## config.mk

```make
export PLATFORM = sky130hd
export DESIGN_NAME = srr_spi_read_resp
export DESIGN_NICKNAME = d
export VERILOG_FILES = /design/src/srr_pkg.sv /design/src/srr_sync.sv /design/src/srr_spi_read_resp.sv
export SDC_FILE = /design/constraint.sdc
export NUM_CORES = 1
export LEC_CHECK = 0
export ABC_AREA = 1
export BUFFER_PORTS_ARGS = -buffer_cell sky130_fd_sc_hd__buf_2
export CORE_AREA = 4 4 71 139
export DETAILED_ROUTE_END_ITERATION = 6
export DIE_AREA = 0 0 75 143
export PLACE_DENSITY = 0.71
export SLEW_MARGIN = 20
export SYNTH_ARGS = -nofsm -noshare
export SYNTH_HDL_FRONTEND = slang
export SYNTH_SLANG_ARGS = --single-unit
```

## constraint.sdc

```tcl
create_clock -name ref_clk -period 2.1 [get_ports ref_clk]
set_clock_uncertainty 0.05 [all_clocks]
set_input_delay 0.315 -clock ref_clk [delete_from_list [all_inputs] [get_ports ref_clk]]
set_output_delay 0.315 -clock ref_clk [all_outputs]
set_load 0.01 [all_outputs]
```

## src/srr_pkg.sv

```systemverilog
// Shared constants and frame layouts for the register read response path
package srr_pkg;

  localparam int unsigned FRAME_BITS  = 32;
  localparam int unsigned CNT_W       = 6;
  localparam logic [5:0]  CNT_FULL    = 6'h20;  // Bits in a complete frame
  localparam logic [5:0]  CNT_ADDR    = 6'h0f;  // Count at the sixteenth rising edge
  localparam logic [3:0]  CMD_REG_RD  = 4'hc;   // Register read request code
  localparam logic [1:0]  ST_ERROR    = 2'h3;   // Basic status in an error frame
  localparam logic [31:0] TX_RESET    = 32'h0000_0000;
  localparam logic [6:0]  ADDR_RESET  = 7'h00;
  localparam logic [23:0] PAYLD_RESET = 24'h00_0000;

  // Host request frame
  typedef struct packed {
    logic [3:0] cmd;
    logic [3:0] fixed;
    logic [6:0] word_addr;
    logic       byte_sel;
    logic [7:0] data;
    logic [7:0] crc;
  } srr_req_type;

  // Normal read reply frame
  typedef struct packed {
    logic [3:0] cmd;
    logic [1:0] basic_status_field;
    logic [1:0] unused;
    logic [7:0] high_byte;
    logic [7:0] low_byte;
    logic [7:0] crc;
  } srr_reply_type;

  // Error reply frame for a register request
  typedef struct packed {
    logic [3:0]  cmd;
    logic [1:0]  basic_status_field;
    logic [15:0] unused;
    logic [1:0]  detailed_status_field;
    logic [7:0]  crc;
  } srr_err_type;

  // Command echo: C[0] moves to the top, C[3:1] follow
  function automatic logic [3:0] srr_echo(input logic [3:0] c);
    srr_echo = {c[0], c[3:1]};
  endfunction : srr_echo

endpackage : srr_pkg

```

## src/srr_sync.sv

```systemverilog
// Two-stage synchroniser for a group of asynchronous pin inputs
`timescale 1ns/100ps
`default_nettype none
module srr_sync #(
  parameter int unsigned WIDTH = 3
) (
  input  wire logic             ref_clk,
  input  wire logic             rst_n,
  input  wire logic [WIDTH-1:0] async_in,
  input  wire logic [WIDTH-1:0] reset_val,
  output var  logic [WIDTH-1:0] sync_out
);

  logic [WIDTH-1:0] meta_reg;

  // One pair of flops per bit; the first stage feeds only the second.
  // Reset loads each pin's idle level so no false edge follows reset.
  genvar i;
  generate
    for (i = 0; i < WIDTH; i++) begin : g_bit
      always_ff @(posedge ref_clk) begin
        if (!rst_n) begin
          meta_reg[i] <= reset_val[i];
          sync_out[i] <= reset_val[i];
        end else begin
          meta_reg[i] <= async_in[i];
          sync_out[i] <= meta_reg[i];
        end
      end
    end
  endgenerate

endmodule : srr_sync
`default_nettype wire

```

## src/srr_spi_read_resp.sv

```systemverilog
// SPI client register read decode and reply frame generation
// Functional notes
// - The register is chosen by the upper seven address bits only, the byte select bit is ignored.
// - A read request is a frame whose four top bits are 1100.
// - A normal read reply goes out in the next frame only when no framing or output check fault.
// - With either fault present, an error frame replaces the register contents.
// - The returned value is the one held when select rises at the end of the request.
// - The error frame holds the echoed command, status 11, zero data, detailed status and checksum.
// - A good reply holds code 0110, basic status, two zeros, high byte, low byte, checksum.
// - Clock idles low, data is sampled on rising and changed on falling edges, MSB first.
`timescale 1ns/100ps
`default_nettype none
module srr_spi_read_resp (
  input  wire logic         ref_clk,
  input  wire logic         rst_n,
  input  wire logic         sclk,
  input  wire logic         ss_n,
  input  wire logic         mosi,
  output var  logic         miso,
  output var  logic         miso_oe_n,
  input  wire logic         spi_err,
  input  wire logic         miso_err,
  input  wire logic [1:0]   basic_status,
  input  wire logic [1:0]   detailed_status,
  output var  logic [6:0]   reg_rd_addr,
  input  wire logic [15:0]  reg_rd_data,
  output var  logic [23:0]  crc_payload,
  input  wire logic [7:0]   crc_in,
  output var  logic         read_taken,
  output var  logic         read_error
);

  import srr_pkg::*;

  logic [2:0]        pins_sync;
  logic              sclk_s;
  logic              ss_n_s;
  logic              mosi_s;
  logic              sclk_d_reg;
  logic              ss_n_d_reg;
  logic              sclk_rise;
  logic              sclk_fall;
  logic              ss_fall;
  logic              ss_rise;
  logic [31:0]       rx_reg;
  logic [31:0]       tx_reg;
  logic [CNT_W-1:0]  cnt_reg;
  logic              err_seen_reg;
  logic              crc_pend_reg;
  logic              fault_now;
  logic              read_hit;
  srr_req_type       req;
  srr_reply_type     reply;
  srr_err_type       err_frame;

  // Pin inputs pass two flops before any logic reads them
  srr_sync #(
    .WIDTH (3)
  ) u_sync (
    .ref_clk   (ref_clk),
    .rst_n     (rst_n),
    .async_in  ({sclk, ss_n, mosi}),
    .reset_val (3'h2),
    .sync_out  (pins_sync)
  );

  assign sclk_s = pins_sync[2];
  assign ss_n_s = pins_sync[1];
  assign mosi_s = pins_sync[0];

  // Edge history of the synchronised clock and select
  always_ff @(posedge ref_clk) begin
    if (!rst_n) begin
      sclk_d_reg <= 1'b0;
      ss_n_d_reg <= 1'b1;
    end else begin
      sclk_d_reg <= sclk_s;
      ss_n_d_reg <= ss_n_s;
    end
  end

  // Clock edges count only while selected; idle-low clock assumed
  assign sclk_rise = !ss_n_s && sclk_s && !sclk_d_reg;
  assign sclk_fall = !ss_n_s && !sclk_s && sclk_d_reg;
  assign ss_fall   = !ss_n_s && ss_n_d_reg;
  assign ss_rise   = ss_n_s && !ss_n_d_reg;

  // Decode of the received request
  assign req       = srr_req_type'(rx_reg);
  assign fault_now = err_seen_reg || spi_err || miso_err || (cnt_reg != CNT_FULL);
  assign read_hit  = (req.cmd == CMD_REG_RD);

  // Reply layouts built from the captured register pair and status
  always_comb begin
    reply.cmd                = srr_echo(CMD_REG_RD);
    reply.basic_status_field = basic_status;
    reply.unused             = 2'h0;
    reply.high_byte          = reg_rd_data[15:8];
    reply.low_byte           = reg_rd_data[7:0];
    reply.crc                = 8'h00;
    err_frame.cmd                   = srr_echo(req.cmd);
    err_frame.basic_status_field    = ST_ERROR;
    err_frame.unused                = 16'h0000;
    err_frame.detailed_status_field = detailed_status;
    err_frame.crc                   = 8'h00;
  end

  // Receive shift register, MSB first, sampled on rising clock edges
  always_ff @(posedge ref_clk) begin
    if (!rst_n) begin
      rx_reg  <= TX_RESET;
      cnt_reg <= '0;
    end else if (ss_fall) begin
      cnt_reg <= '0;
    end else if (sclk_rise) begin
      rx_reg <= {rx_reg[30:0], mosi_s};
      if (cnt_reg != CNT_FULL) begin
        cnt_reg <= cnt_reg + 6'h01;
      end
    end
  end

  // Word address latched once bits 23 to 17 have arrived
  always_ff @(posedge ref_clk) begin
    if (!rst_n) begin
      reg_rd_addr <= ADDR_RESET;
    end else if (sclk_rise && cnt_reg == CNT_ADDR) begin
      reg_rd_addr <= rx_reg[6:0];
    end
  end

  // Sticky fault flag for the frame; a new fault wins over the clear
  always_ff @(posedge ref_clk) begin
    if (!rst_n) begin
      err_seen_reg <= 1'b0;
    end else if (spi_err || miso_err) begin
      err_seen_reg <= 1'b1;
    end else if (ss_fall) begin
      err_seen_reg <= 1'b0;
    end
  end

  // Reply load at select rise, checksum merge one cycle later, shift out on falling edges
  always_ff @(posedge ref_clk) begin
    if (!rst_n) begin
      tx_reg       <= TX_RESET;
      crc_payload  <= PAYLD_RESET;
      crc_pend_reg <= 1'b0;
    end else if (ss_rise) begin
      crc_pend_reg <= 1'b1;
      if (read_hit && !fault_now) begin
        tx_reg      <= 32'(reply);
        crc_payload <= reply[31:8];
      end else if (read_hit) begin
        tx_reg      <= 32'(err_frame);
        crc_payload <= err_frame[31:8];
      end else begin
        tx_reg      <= TX_RESET;
        crc_payload <= PAYLD_RESET;
      end
    end else if (crc_pend_reg) begin
      crc_pend_reg <= 1'b0;
      tx_reg[7:0]  <= crc_in;
    end else if (sclk_fall) begin
      tx_reg <= {tx_reg[30:0], 1'b0};
    end
  end

  // Data pin: top bit on select fall, next bit after each falling edge
  always_ff @(posedge ref_clk) begin
    if (!rst_n) begin
      miso      <= 1'b0;
      miso_oe_n <= 1'b1;
    end else begin
      miso_oe_n <= ss_n_s;
      if (ss_fall) begin
        miso <= tx_reg[31];
      end else if (sclk_fall) begin
        miso <= tx_reg[30];
      end
    end
  end

  // One-cycle report of each accepted read request
  always_ff @(posedge ref_clk) begin
    if (!rst_n) begin
      read_taken <= 1'b0;
      read_error <= 1'b0;
    end else begin
      read_taken <= ss_rise && read_hit;
      read_error <= ss_rise && read_hit && fault_now;
    end
  end

endmodule : srr_spi_read_resp
`default_nettype wire

```

==> results by group, run 1 <==
Run status
  – Status: finished, final reports clean

Synthesis
  – Area leader, netlist: dfxtp_1
  – Commonest register cell after synthesis: dfxtp_1
  – Synthesized area: 4354 um2
  – Register area share after synthesis: 51.49%
  – Number of synthesized flops with an enable pin: 0
  – Async SR Flop Fraction: 0%
  – Synth Area per Inst: 8.247 um2
  – Post-synth cell types: 30
  – Register bit total from synthesis: 112
  – Post-synth top area share: 51.49%
  – Yosys synthesis warning count: 0
  – Area contributors post-synth: dfxtp_1, a21oi_1, o21ai_0
  – Post-synthesis cell count: 528

Route
  – Routed via count: 3631
  – DRC Markers: 0
  – Post-Route WL: 9.482 mm
  – TritonRoute pass-1 iters: 4
  – Initial DRC Count: 188
  – Vias per std cell: 5.255
  – Post-DRT Antenna Nets: 0
  – Drt wl/cell: 13.72 um

Timing
  – Fin Setup TNS: 0 ns
  – Fmax: 0.5482 GHz
  – Hold Vio Cnt, Final: 0
  – Final min period: 1.824 ns
  – Number of setup violations in the final report: 0
  – RSZ-0062 raised after global routing: false
  – Slack of the critical path: 0.2759 ns
  – Rel. slew slack: 42.45%
  – Final Cycle Share: 86.86%
  – Max-slew violation total from the final report: 0
  – Actual slew at the worst max-slew pin: 0.8623 ns

Power and ir drop
  – Leak Pwr: 2.196 nW
  – Maximum vdd ir drop: 0.4812 mV
  – Pwr Density: 818.1 nW/um2

Die
  – Core Area: 8890 um2
  – FP Rows: 49
  – Total die area: 10730 um2
  – Die width: 75 um
  – Initial Util: 48.98%
  – Vert. Die Dim: 143 um
  – # IOs: 70

Clock tree
  – CTS sink count: 112
  – Clk root buf: clkbuf_16
  – PostCTS Resize Cnt: 0
  – TritonCTS Buffers: 9
  – Clk Latency, worst-skew pair: 0.35 ns
  – Worst-path clk slew: 0.07 ns
  – H-Tree Depth: 3
  – TritonCTS clock tree: built
  – Hold buffers post-CTS: 0
  – Clock tree buffer depth: 2
  – Setup Fix Bufs, Post-CTS: 0

Min path
  – Hold/Removal Path Class: input pin to flip-flop
  – WHS Path Cells: 3
  – Hold path startpoint: mosi

Worst setup path
  – Buffer and inverter count on the worst path: 2
  – R2r worst-path depth: 8
  – WP data required: 2.33 ns
  – Cell family with most CP delay: simple AND/OR/NAND/NOR gates
  – CP endpoint: tx_reg[11]
  – Worst-path fanout max: 15
  – CP Launch Type: flip-flop
  – Largest stage delay, worst path: 0.34 ns
  – Slowest CP cell: dfxtp_1
  – Worst r2r src: cnt_reg[0]
  – FF-to-FF End: tx_reg[11]
  – Critical path class: flip-flop to flip-flop
  – Worst path cell trace: inv_1 > ha_1 > nand3_1 > nor2_4 > nand2_2 > inv_2 > nand3_1 > a21oi_1
  – Launch point of the worst path: cnt_reg[0]
  – CP arrival: 2.05 ns
  – CP Depth: 8
  – CP dominant cell by count: nand3_1
  – Setup crit end kind: flip-flop
  – Worst reg2reg setup slack: 0.28 ns

Global routing
  – Vias in the first global route: 3443
  – GR peak layer: met2
  – Global-route wire length before repair: 15.35 mm
  – Gr ovfl total: 0
  – Grt met2 use: 31.23%
  – Total track usage: 18.27%
  – Largest net degree at the start of global routing: 45
  – Met1 GRT Util: 20.74%
  – Met3 usage: 4.369%
  – Initial antenna violation count: 0

Job
  – Max_cap viols: 0

Cells and area
  – Nets: 621
  – Antenna cells: 0
  – Most common cell after layout, fill and taps aside: dfxtp_1
  – Share of cells above drive strength 1: 23.60%
  – Synthesis-to-layout area growth: 15.17%
  – Leading cell types in the layout, fill and taps excluded: dfxtp_1, nor2_1, nand2_1, buf_2, a21oi_1

Placement
  – Dpl hpwl: 6.486 mm
  – GP Congestion: 0.7764
  – Pre-CTS WS: 0.3050 ns
  – Port Buffers: 67
==> worst register-to-register path: cells and delay by family (launching register included) <==
family | cells | cell delay (ns)
flops | 1 | 0.34
simple gates | 4 | 0.59
compound gates | 1 | 0.20
buf+inv | 2 | 0.41
fa+ha+maj | 1 | 0.16
==> power breakdown <==
group	switching, mW	internal (mW)
Clock	0.784	0.975
Combinational	0.104	0.0643
Sequential	0.0197	2.16
==> layout make-up <==
class,instances,area [um2]
repair buffers,76,402.9
clock buffers,10,239.0
clock inverters,6,73.82
flip-flops and latches,112,2242
multi-input cells,355,1813
fillers,833,3875
inverters,30,116.4
well taps,102,127.6
==> worst min path at each step <==
stage                               endpoint
after floorplan           u_sync.sync_out[0]
after global placement    u_sync.sync_out[0]
after detailed placement  u_sync.sync_out[0]
after CTS                 u_sync.meta_reg[0]
after global routing      u_sync.meta_reg[2]
final                     u_sync.meta_reg[0]
==> Yosys cell counts, types with 3 or more instances <==
| master | count |
|---|---|
| o21ai_0 | 57 |
| dfxtp_1 | 112 |
| a21oi_1 | 64 |
| nand3_1 | 14 |
| nor2_1 | 74 |
| inv_2 | 3 |
| buf_4 | 3 |
| nand3_2 | 12 |
| buf_2 | 8 |
| nand4_1 | 5 |
| o21ai_1 | 17 |
| inv_1 | 25 |
| nand2_1 | 67 |
| clkbuf_1 | 15 |
| buf_6 | 6 |
| a21oi_2 | 21 |
| o21bai_1 | 5 |
| nor3_1 | 3 |
==> through the flow <==
step	cell area (um2)	std cells	hold WS (ns)	util [%]	power, mW
6_report	5015	691	0.09589	56.41	4.103
5_1_grt	5015	691	0.1156	56.41	4.246
4_1_cts	5015	691	0.08764	56.41	4.139
3_5_place_dp	4702	675	0.3544	52.89	2.392
3_3_place_gp	4702	675	0.3539	52.89	2.387
2_1_floorplan	4358	529	0.3405	-	2.331
==> routing by layer <==
layer / wire [um] / part of all wire (%)
met5: 0 / 0
met4: 179 / 1.9
met3: 529 / 5.6
met2: 4879 / 51
met1: 3894 / 41
==> cells by family after synthesis <==
logic type / after synthesis / synth area share (%)
buf+inv: 62 / 6.954
fa+ha+maj: 2 / 0.5746
other cells: 1 / 0.08612
simple gates: 183 / 19.08
xor+xnor: 1 / 0.2012
flops: 112 / 51.49
compound gates: 167 / 21.61
(Power assumes the default switching activity.)
==> run 2: changes to the inputs <==
--- a/config.mk
+++ b/config.mk
@@ -8,9 +8,11 @@
 export ABC_AREA = 1
 export BUFFER_PORTS_ARGS = -buffer_cell sky130_fd_sc_hd__buf_2
 export CORE_AREA = 4 4 71 139
+export CTS_BUF_LIST = sky130_fd_sc_hd__clkbuf_4
 export DETAILED_ROUTE_END_ITERATION = 6
 export DIE_AREA = 0 0 75 143
 export PLACE_DENSITY = 0.71
+export REMOVE_ABC_BUFFERS = 1
 export SLEW_MARGIN = 20
 export SYNTH_ARGS = -nofsm -noshare
 export SYNTH_HDL_FRONTEND = slang
==> run 2 against run 1 <==
Effect of this change:
- design area shrank 2.6%
- hold slack worse by 0.057 ns
- critical path depth did not move
- setup slack worse by 0.034 ns
- combinational power hardly changed
- fmax fell by 1.8%
- first-iteration DRC count stayed put
==> results by group, run 2 (synthesized netlist as in run 1, its figures left out) <==
Run status
  – Status: finished, final reports clean

Min path
  – Hold/Removal Path Class: input pin to flip-flop
  – Hold path startpoint: rst_n

Timing
  – Fin Setup TNS: 0 ns
  – Actual slew at the worst max-slew pin: 0.8884 ns
  – Fmax: 0.5381 GHz
  – Hold WS: 0.03877 ns
  – Final min period: 1.858 ns
  – Rel. slew slack: 40.71%
  – Final Cycle Share: 88.49%
  – Number of setup violations in the final report: 0
  – RSZ-0062 raised after global routing: false
  – Max-slew violation total from the final report: 0
  – Hold Vio Cnt, Final: 0

Route
  – Drt wl/cell: 13.94 um
  – Routed via count: 3632
  – Post-Route WL: 9.648 mm
  – Initial DRC Count: 188
  – Vias per std cell: 5.249
  – DRC Markers: 0
  – Post-DRT Antenna Nets: 0
  – TritonRoute pass-1 iters: 4

Cells and area
  – Nets: 621
  – Layout Utilization: 54.93%
  – Share of cells above drive strength 1: 22.92%
  – Synthesis-to-layout area growth: 12.16%
  – Leading cell types in the layout, fill and taps excluded: dfxtp_1, nor2_1, nand2_1, buf_2, a21oi_1
  – Non-Filler Instances: 692
  – Fillers: 835
  – Most common cell after layout, fill and taps aside: dfxtp_1

Power and ir drop
  – Sw power: 0.7936 mW
  – Switching power share of the total: 22.61%
  – Power share of the combinational group: 4.8%
  – Pwr Density: 718.7 nW/um2
  – Leak Pwr: 2.125 nW
  – Clock share of power: 33.1%
  – Pint: 2.716 mW
  – Seq pwr share: 62.1%
  – Maximum vdd ir drop: 0.5738 mV

Worst setup path
  – CP dominant cell by count: nand3_1
  – CP arrival: 2.21 ns
  – Largest stage delay, worst path: 0.37 ns
  – Worst r2r src: cnt_reg[0]
  – WP data required: 2.45 ns
  – Critical path class: flip-flop to flip-flop
  – Launch point of the worst path: cnt_reg[0]
  – CP Launch Type: flip-flop
  – Slowest CP cell: dfxtp_1
  – Setup crit end kind: flip-flop
  – Worst-path fanout max: 15
  – Worst path cell trace: inv_1 > ha_1 > nand3_1 > nor2_4 > nand2_2 > inv_2 > nand3_1 > a21oi_1

Clock tree
  – H-Tree Depth: 3
  – TritonCTS clock tree: built
  – Worst-path clk slew: 0.16 ns
  – Clk Latency, worst-skew pair: 0.46 ns
  – Clk root buf: clkbuf_4
  – TritonCTS Buffers: 9
  – CTS sink count: 112
  – Clock tree buffer depth: 2
  – PostCTS Resize Cnt: 0

Global routing
  – Global-route wire length before repair: 15.41 mm
  – Largest net degree at the start of global routing: 67
  – Vias in the first global route: 3429
  – Initial antenna violation count: 1
  – Total track usage: 18.36%
  – Gr ovfl total: 0

Placement
  – GP Congestion: 0.7685
  – Placed insts: 672
  – Dpl hpwl: 6.684 mm
  – Port Buffers: 67

Die
  – Core Area: 8890 um2
  – # IOs: 70
  – Initial Util: 48.98%
  – Die width: 75 um
  – Total die area: 10730 um2
  – Vert. Die Dim: 143 um
  – FP Rows: 49

Job
  – Max_cap viols: 0
run 2: metrics by stage:
stage / total power [mW] / cell area, um2 / worst slack, ns
final: 3.510 / 4883 / 0.2416
after global routing: 3.646 / 4883 / 0.03930
after CTS: 3.540 / 4881 / 0.2381
after detailed placement: 2.388 / 4692 / 0.2796
after global placement: 2.382 / 4692 / 0.3213
after floorplan: 2.305 / 4172 / 0.05116
run 2: timing repair:
| item | 4_1_cts | 5_1_grt |
|---|---|---|
| endpoints found under the setup margin | 0 | 0 |
| hold buffers | 3 | 0 |
| buffers inserted | 0 | 0 |
| hold endpoints to repair | 3 | 0 |
run 2: final cells by class:
type	instances	area [um2]	area share (%)
inverter	30	116.4	2.383
tap	102	127.6	2.613
multi-input combinational	355	1813	37.13
timing repair buffer	76	422.9	8.660
clock inverter	6	83.83	1.717
antenna	1	2.502	0.05124
clock buffer	10	75.07	1.537
sequential	112	2242	45.91
run 2: power by group through the flow:
stage	Sequential (mW)	Combinational (mW)	Clock, mW
after CTS	2.18	0.169	1.19
after detailed placement	2.22	0.164	0
final	2.18	0.167	1.16
after floorplan	2.22	0.0847	0
after global placement	2.22	0.158	0
after global routing	2.18	0.186	1.27
run 2: final timing paths:
kind	end	cells past startpoint	slack (ns)
worst min register to register	u_sync.sync_out[0]	2	0.37
worst max-delay path	tx_reg[10]	8	0.24
worst min-delay path	u_sync.meta_reg[2]	3	0.04
worst max register to register	tx_reg[10]	8	0.24
run 2: per-layer routing:
layer  global-route usage [%]  wire (um)  up-vias
li1                         -          -     1863
met1                    21.08       3836     1678
met2                    31.46       5157       76
met3                    3.524        437       15
met4                    9.099        218        0
met5                        0          0        -
run 2: critical path, delay by kind of cell (launching register included):
| kind | cells | cell delay, ns |
|---|---|---|
| adder cells (fa/ha/maj) | 1 | 0.18 |
| AND/OR/NAND/NOR | 4 | 0.61 |
| flip-flops | 1 | 0.37 |
| AO/OA/AOI/OAI | 1 | 0.17 |
| buffers and inverters | 2 | 0.41 |
==> run 3: changes to the inputs <==
--- a/config.mk
+++ b/config.mk
@@ -11,7 +11,7 @@
 export CTS_BUF_LIST = sky130_fd_sc_hd__clkbuf_4
 export DETAILED_ROUTE_END_ITERATION = 6
 export DIE_AREA = 0 0 75 143
-export PLACE_DENSITY = 0.71
+export PLACE_DENSITY_LB_ADDON = 0.25
 export REMOVE_ABC_BUFFERS = 1
 export SLEW_MARGIN = 20
 export SYNTH_ARGS = -nofsm -noshare
==> run 3 against run 2 <==
Effect of this change:
- die area is the same
- non-clock buffer count increased by 1
- sequential power is essentially flat
- hold slack improved by 0.0069 ns
- critical path type unchanged
- register-to-register slack gained 0.12 ns
- count of clock-buffer cells in the layout is the same
- first-iteration DRC count rose by 53%
- core utilization decreased by 0.18 points
- final cell count up 0.14%
- largest cell class unchanged
- combinational power about the same
- clock power decreased by 11%
- critical path depth unchanged
==> results by group, run 3 (synthesized netlist as in run 1, its figures left out) <==
Run status
  – Status: finished, final reports clean

Clock tree
  – Setup Fix Bufs, Post-CTS: 0
  – Clock tree buffer depth: 2
  – Clk Latency, worst-skew pair: 0.46 ns
  – TritonCTS clock tree: built
  – H-Tree Depth: 3
  – Worst-path clk slew: 0.16 ns
  – CTS sink count: 112
  – Clk root buf: clkbuf_4
  – TritonCTS Buffers: 9

Die
  – Vert. Die Dim: 143 um
  – Total die area: 10730 um2
  – FP Rows: 49
  – Initial Util: 48.98%
  – Core Area: 8890 um2
  – # IOs: 70
  – Die width: 75 um

Min path
  – WHS Path Cells: 3
  – Worst Hold End: crc_payload[6]
  – Hold/Removal Path Class: input pin to flip-flop
  – Hold path startpoint: reg_rd_data[6]

Placement
  – GP Congestion: 0.8311
  – Dpl hpwl: 6.308 mm
  – Port Buffers: 67
  – Placed insts: 673

Route
  – Initial DRC Count: 287
  – DRC Markers: 0
  – Routed via count: 3687
  – Post-DRT Antenna Nets: 0
  – Vias per std cell: 5.320
  – Post-Route WL: 9.217 mm
  – TritonRoute pass-1 iters: 4
  – Drt wl/cell: 13.30 um

Worst setup path
  – Worst-path fanout max: 15
  – Buffer and inverter count on the worst path: 2
  – Critical path class: flip-flop to flip-flop
  – WP data required: 2.47 ns
  – CP dominant cell by count: nand3_1
  – Cell family with most CP delay: simple AND/OR/NAND/NOR gates
  – Largest stage delay, worst path: 0.36 ns
  – CP arrival: 2.10 ns
  – R2r worst-path depth: 8
  – Worst reg2reg setup slack: 0.36 ns
  – Worst r2r src: cnt_reg[0]
  – Slowest CP cell: dfxtp_1
  – Worst path cell trace: inv_1 > ha_1 > nand3_1 > nor2_4 > nand2_2 > inv_2 > nand3_1 > a21oi_1
  – Setup crit end kind: flip-flop
  – CP Launch Type: flip-flop
  – FF-to-FF End: tx_reg[11]

Timing
  – Fmax: 0.5750 GHz
  – Hold Vio Cnt, Final: 0
  – RSZ-0062 raised after global routing: false
  – Rel. slew slack: 39.33%
  – Final min period: 1.739 ns
  – Max-slew violation total from the final report: 0
  – Fin Setup TNS: 0 ns
  – Final Cycle Share: 82.82%
  – Actual slew at the worst max-slew pin: 0.9091 ns
  – Number of setup violations in the final report: 0

Global routing
  – Gr ovfl total: 0
  – Largest net degree at the start of global routing: 70
  – Global-route wire length before repair: 15.55 mm
  – Total track usage: 18.39%
  – Vias in the first global route: 3571
  – Initial antenna violation count: 1

Cells and area
  – Fillers: 863
  – Most common cell after layout, fill and taps aside: dfxtp_1
  – Leading cell types in the layout, fill and taps excluded: dfxtp_1, nor2_1, nand2_1, buf_2, a21oi_1
  – Nets: 622
  – Non-Filler Instances: 693
  – Layout Utilization: 54.75%
  – Synthesis-to-layout area growth: 11.78%
  – Share of cells above drive strength 1: 23.05%

Power and ir drop
  – Leak Pwr: 2.121 nW
  – Pwr Density: 694.7 nW/um2
  – Maximum vdd ir drop: 0.4215 mV

Job
  – Max_cap viols: 0
## run 3: changes by cell type in the layout (fill, tap and decap cells not counted), sizes merged
cell and delta:
buf +1, clkinvlp -1, bufinv -1, clkinv +2
## run 3: timing repair
| item | in CTS | in global routing |
|---|---|---|
| endpoints found under the hold margin | 3 | 0 |
| hold buffers | 3 | 0 |
| gates resized for setup | 0 | 0 |
## run 3: final cells by class
| cell class | count | area [um2] | area share (%) |
|---|---|---|---|
| Clock inverter | 6 | 60.06 | 1.234 |
| Tap cell | 102 | 127.6 | 2.622 |
| Clock buffer | 10 | 75.07 | 1.542 |
| Timing Repair Buffer | 77 | 430.4 | 8.843 |
| Sequential cell | 112 | 2242 | 46.07 |
| Inverter | 30 | 116.4 | 2.391 |
| Multi-Input combinational cell | 355 | 1813 | 37.25 |
| Antenna cell | 1 | 2.502 | 0.05141 |
## run 3: per-stage QoR
| stage | setup WS [ns] | hold WS (ns) | power [mW] | instance area (um2) |
|---|---|---|---|---|
| after floorplan | 0.05116 | 0.3341 | 2.305 | 4172 |
| after global placement | 0.4093 | 0.3445 | 2.385 | 4700 |
| after detailed placement | 0.3600 | 0.3549 | 2.391 | 4700 |
| after CTS | 0.3348 | 0.02346 | 3.416 | 4865 |
| after global routing | 0.1433 | 0.02271 | 3.519 | 4867 |
| final | 0.3607 | 0.04569 | 3.381 | 4867 |
## run 3: tightest hold or removal path: stages
cell and delay [ns]:
buf_2 0.10, nand3_2 0.07, a21oi_1 0.06
## run 3: power by group
part	switching [mW]	leakage, nW	internal (mW)
Combinational	0.102	1.14	0.0680
Sequential	0.0198	0.906	2.16
Clock	0.661	0.0738	0.372
Total	0.783	2.12	2.60
## run 3: metal layers
layer | global-route usage (%) | up-vias | routed length [um]
met4 | 7.223 | 0 | 153
met3 | 3.876 | 11 | 428
li1 | - | 1868 | -
met2 | 32.75 | 74 | 4821
met1 | 20.59 | 1734 | 3814
met5 | 0 | - | 0
## run 3: worst max path at each step
stage / cells after the start / endpoint / slack, ns / from
after floorplan: 7 / req[28] / 0.05 / u_sync.sync_out[2]
after global placement: 8 / tx_reg[10] / 0.41 / cnt_reg[0]
after detailed placement: 8 / tx_reg[22] / 0.36 / cnt_reg[0]
after CTS: 8 / tx_reg[22] / 0.33 / cnt_reg[0]
after global routing: 8 / tx_reg[12] / 0.14 / cnt_reg[0]
final: 8 / tx_reg[11] / 0.36 / cnt_reg[0]
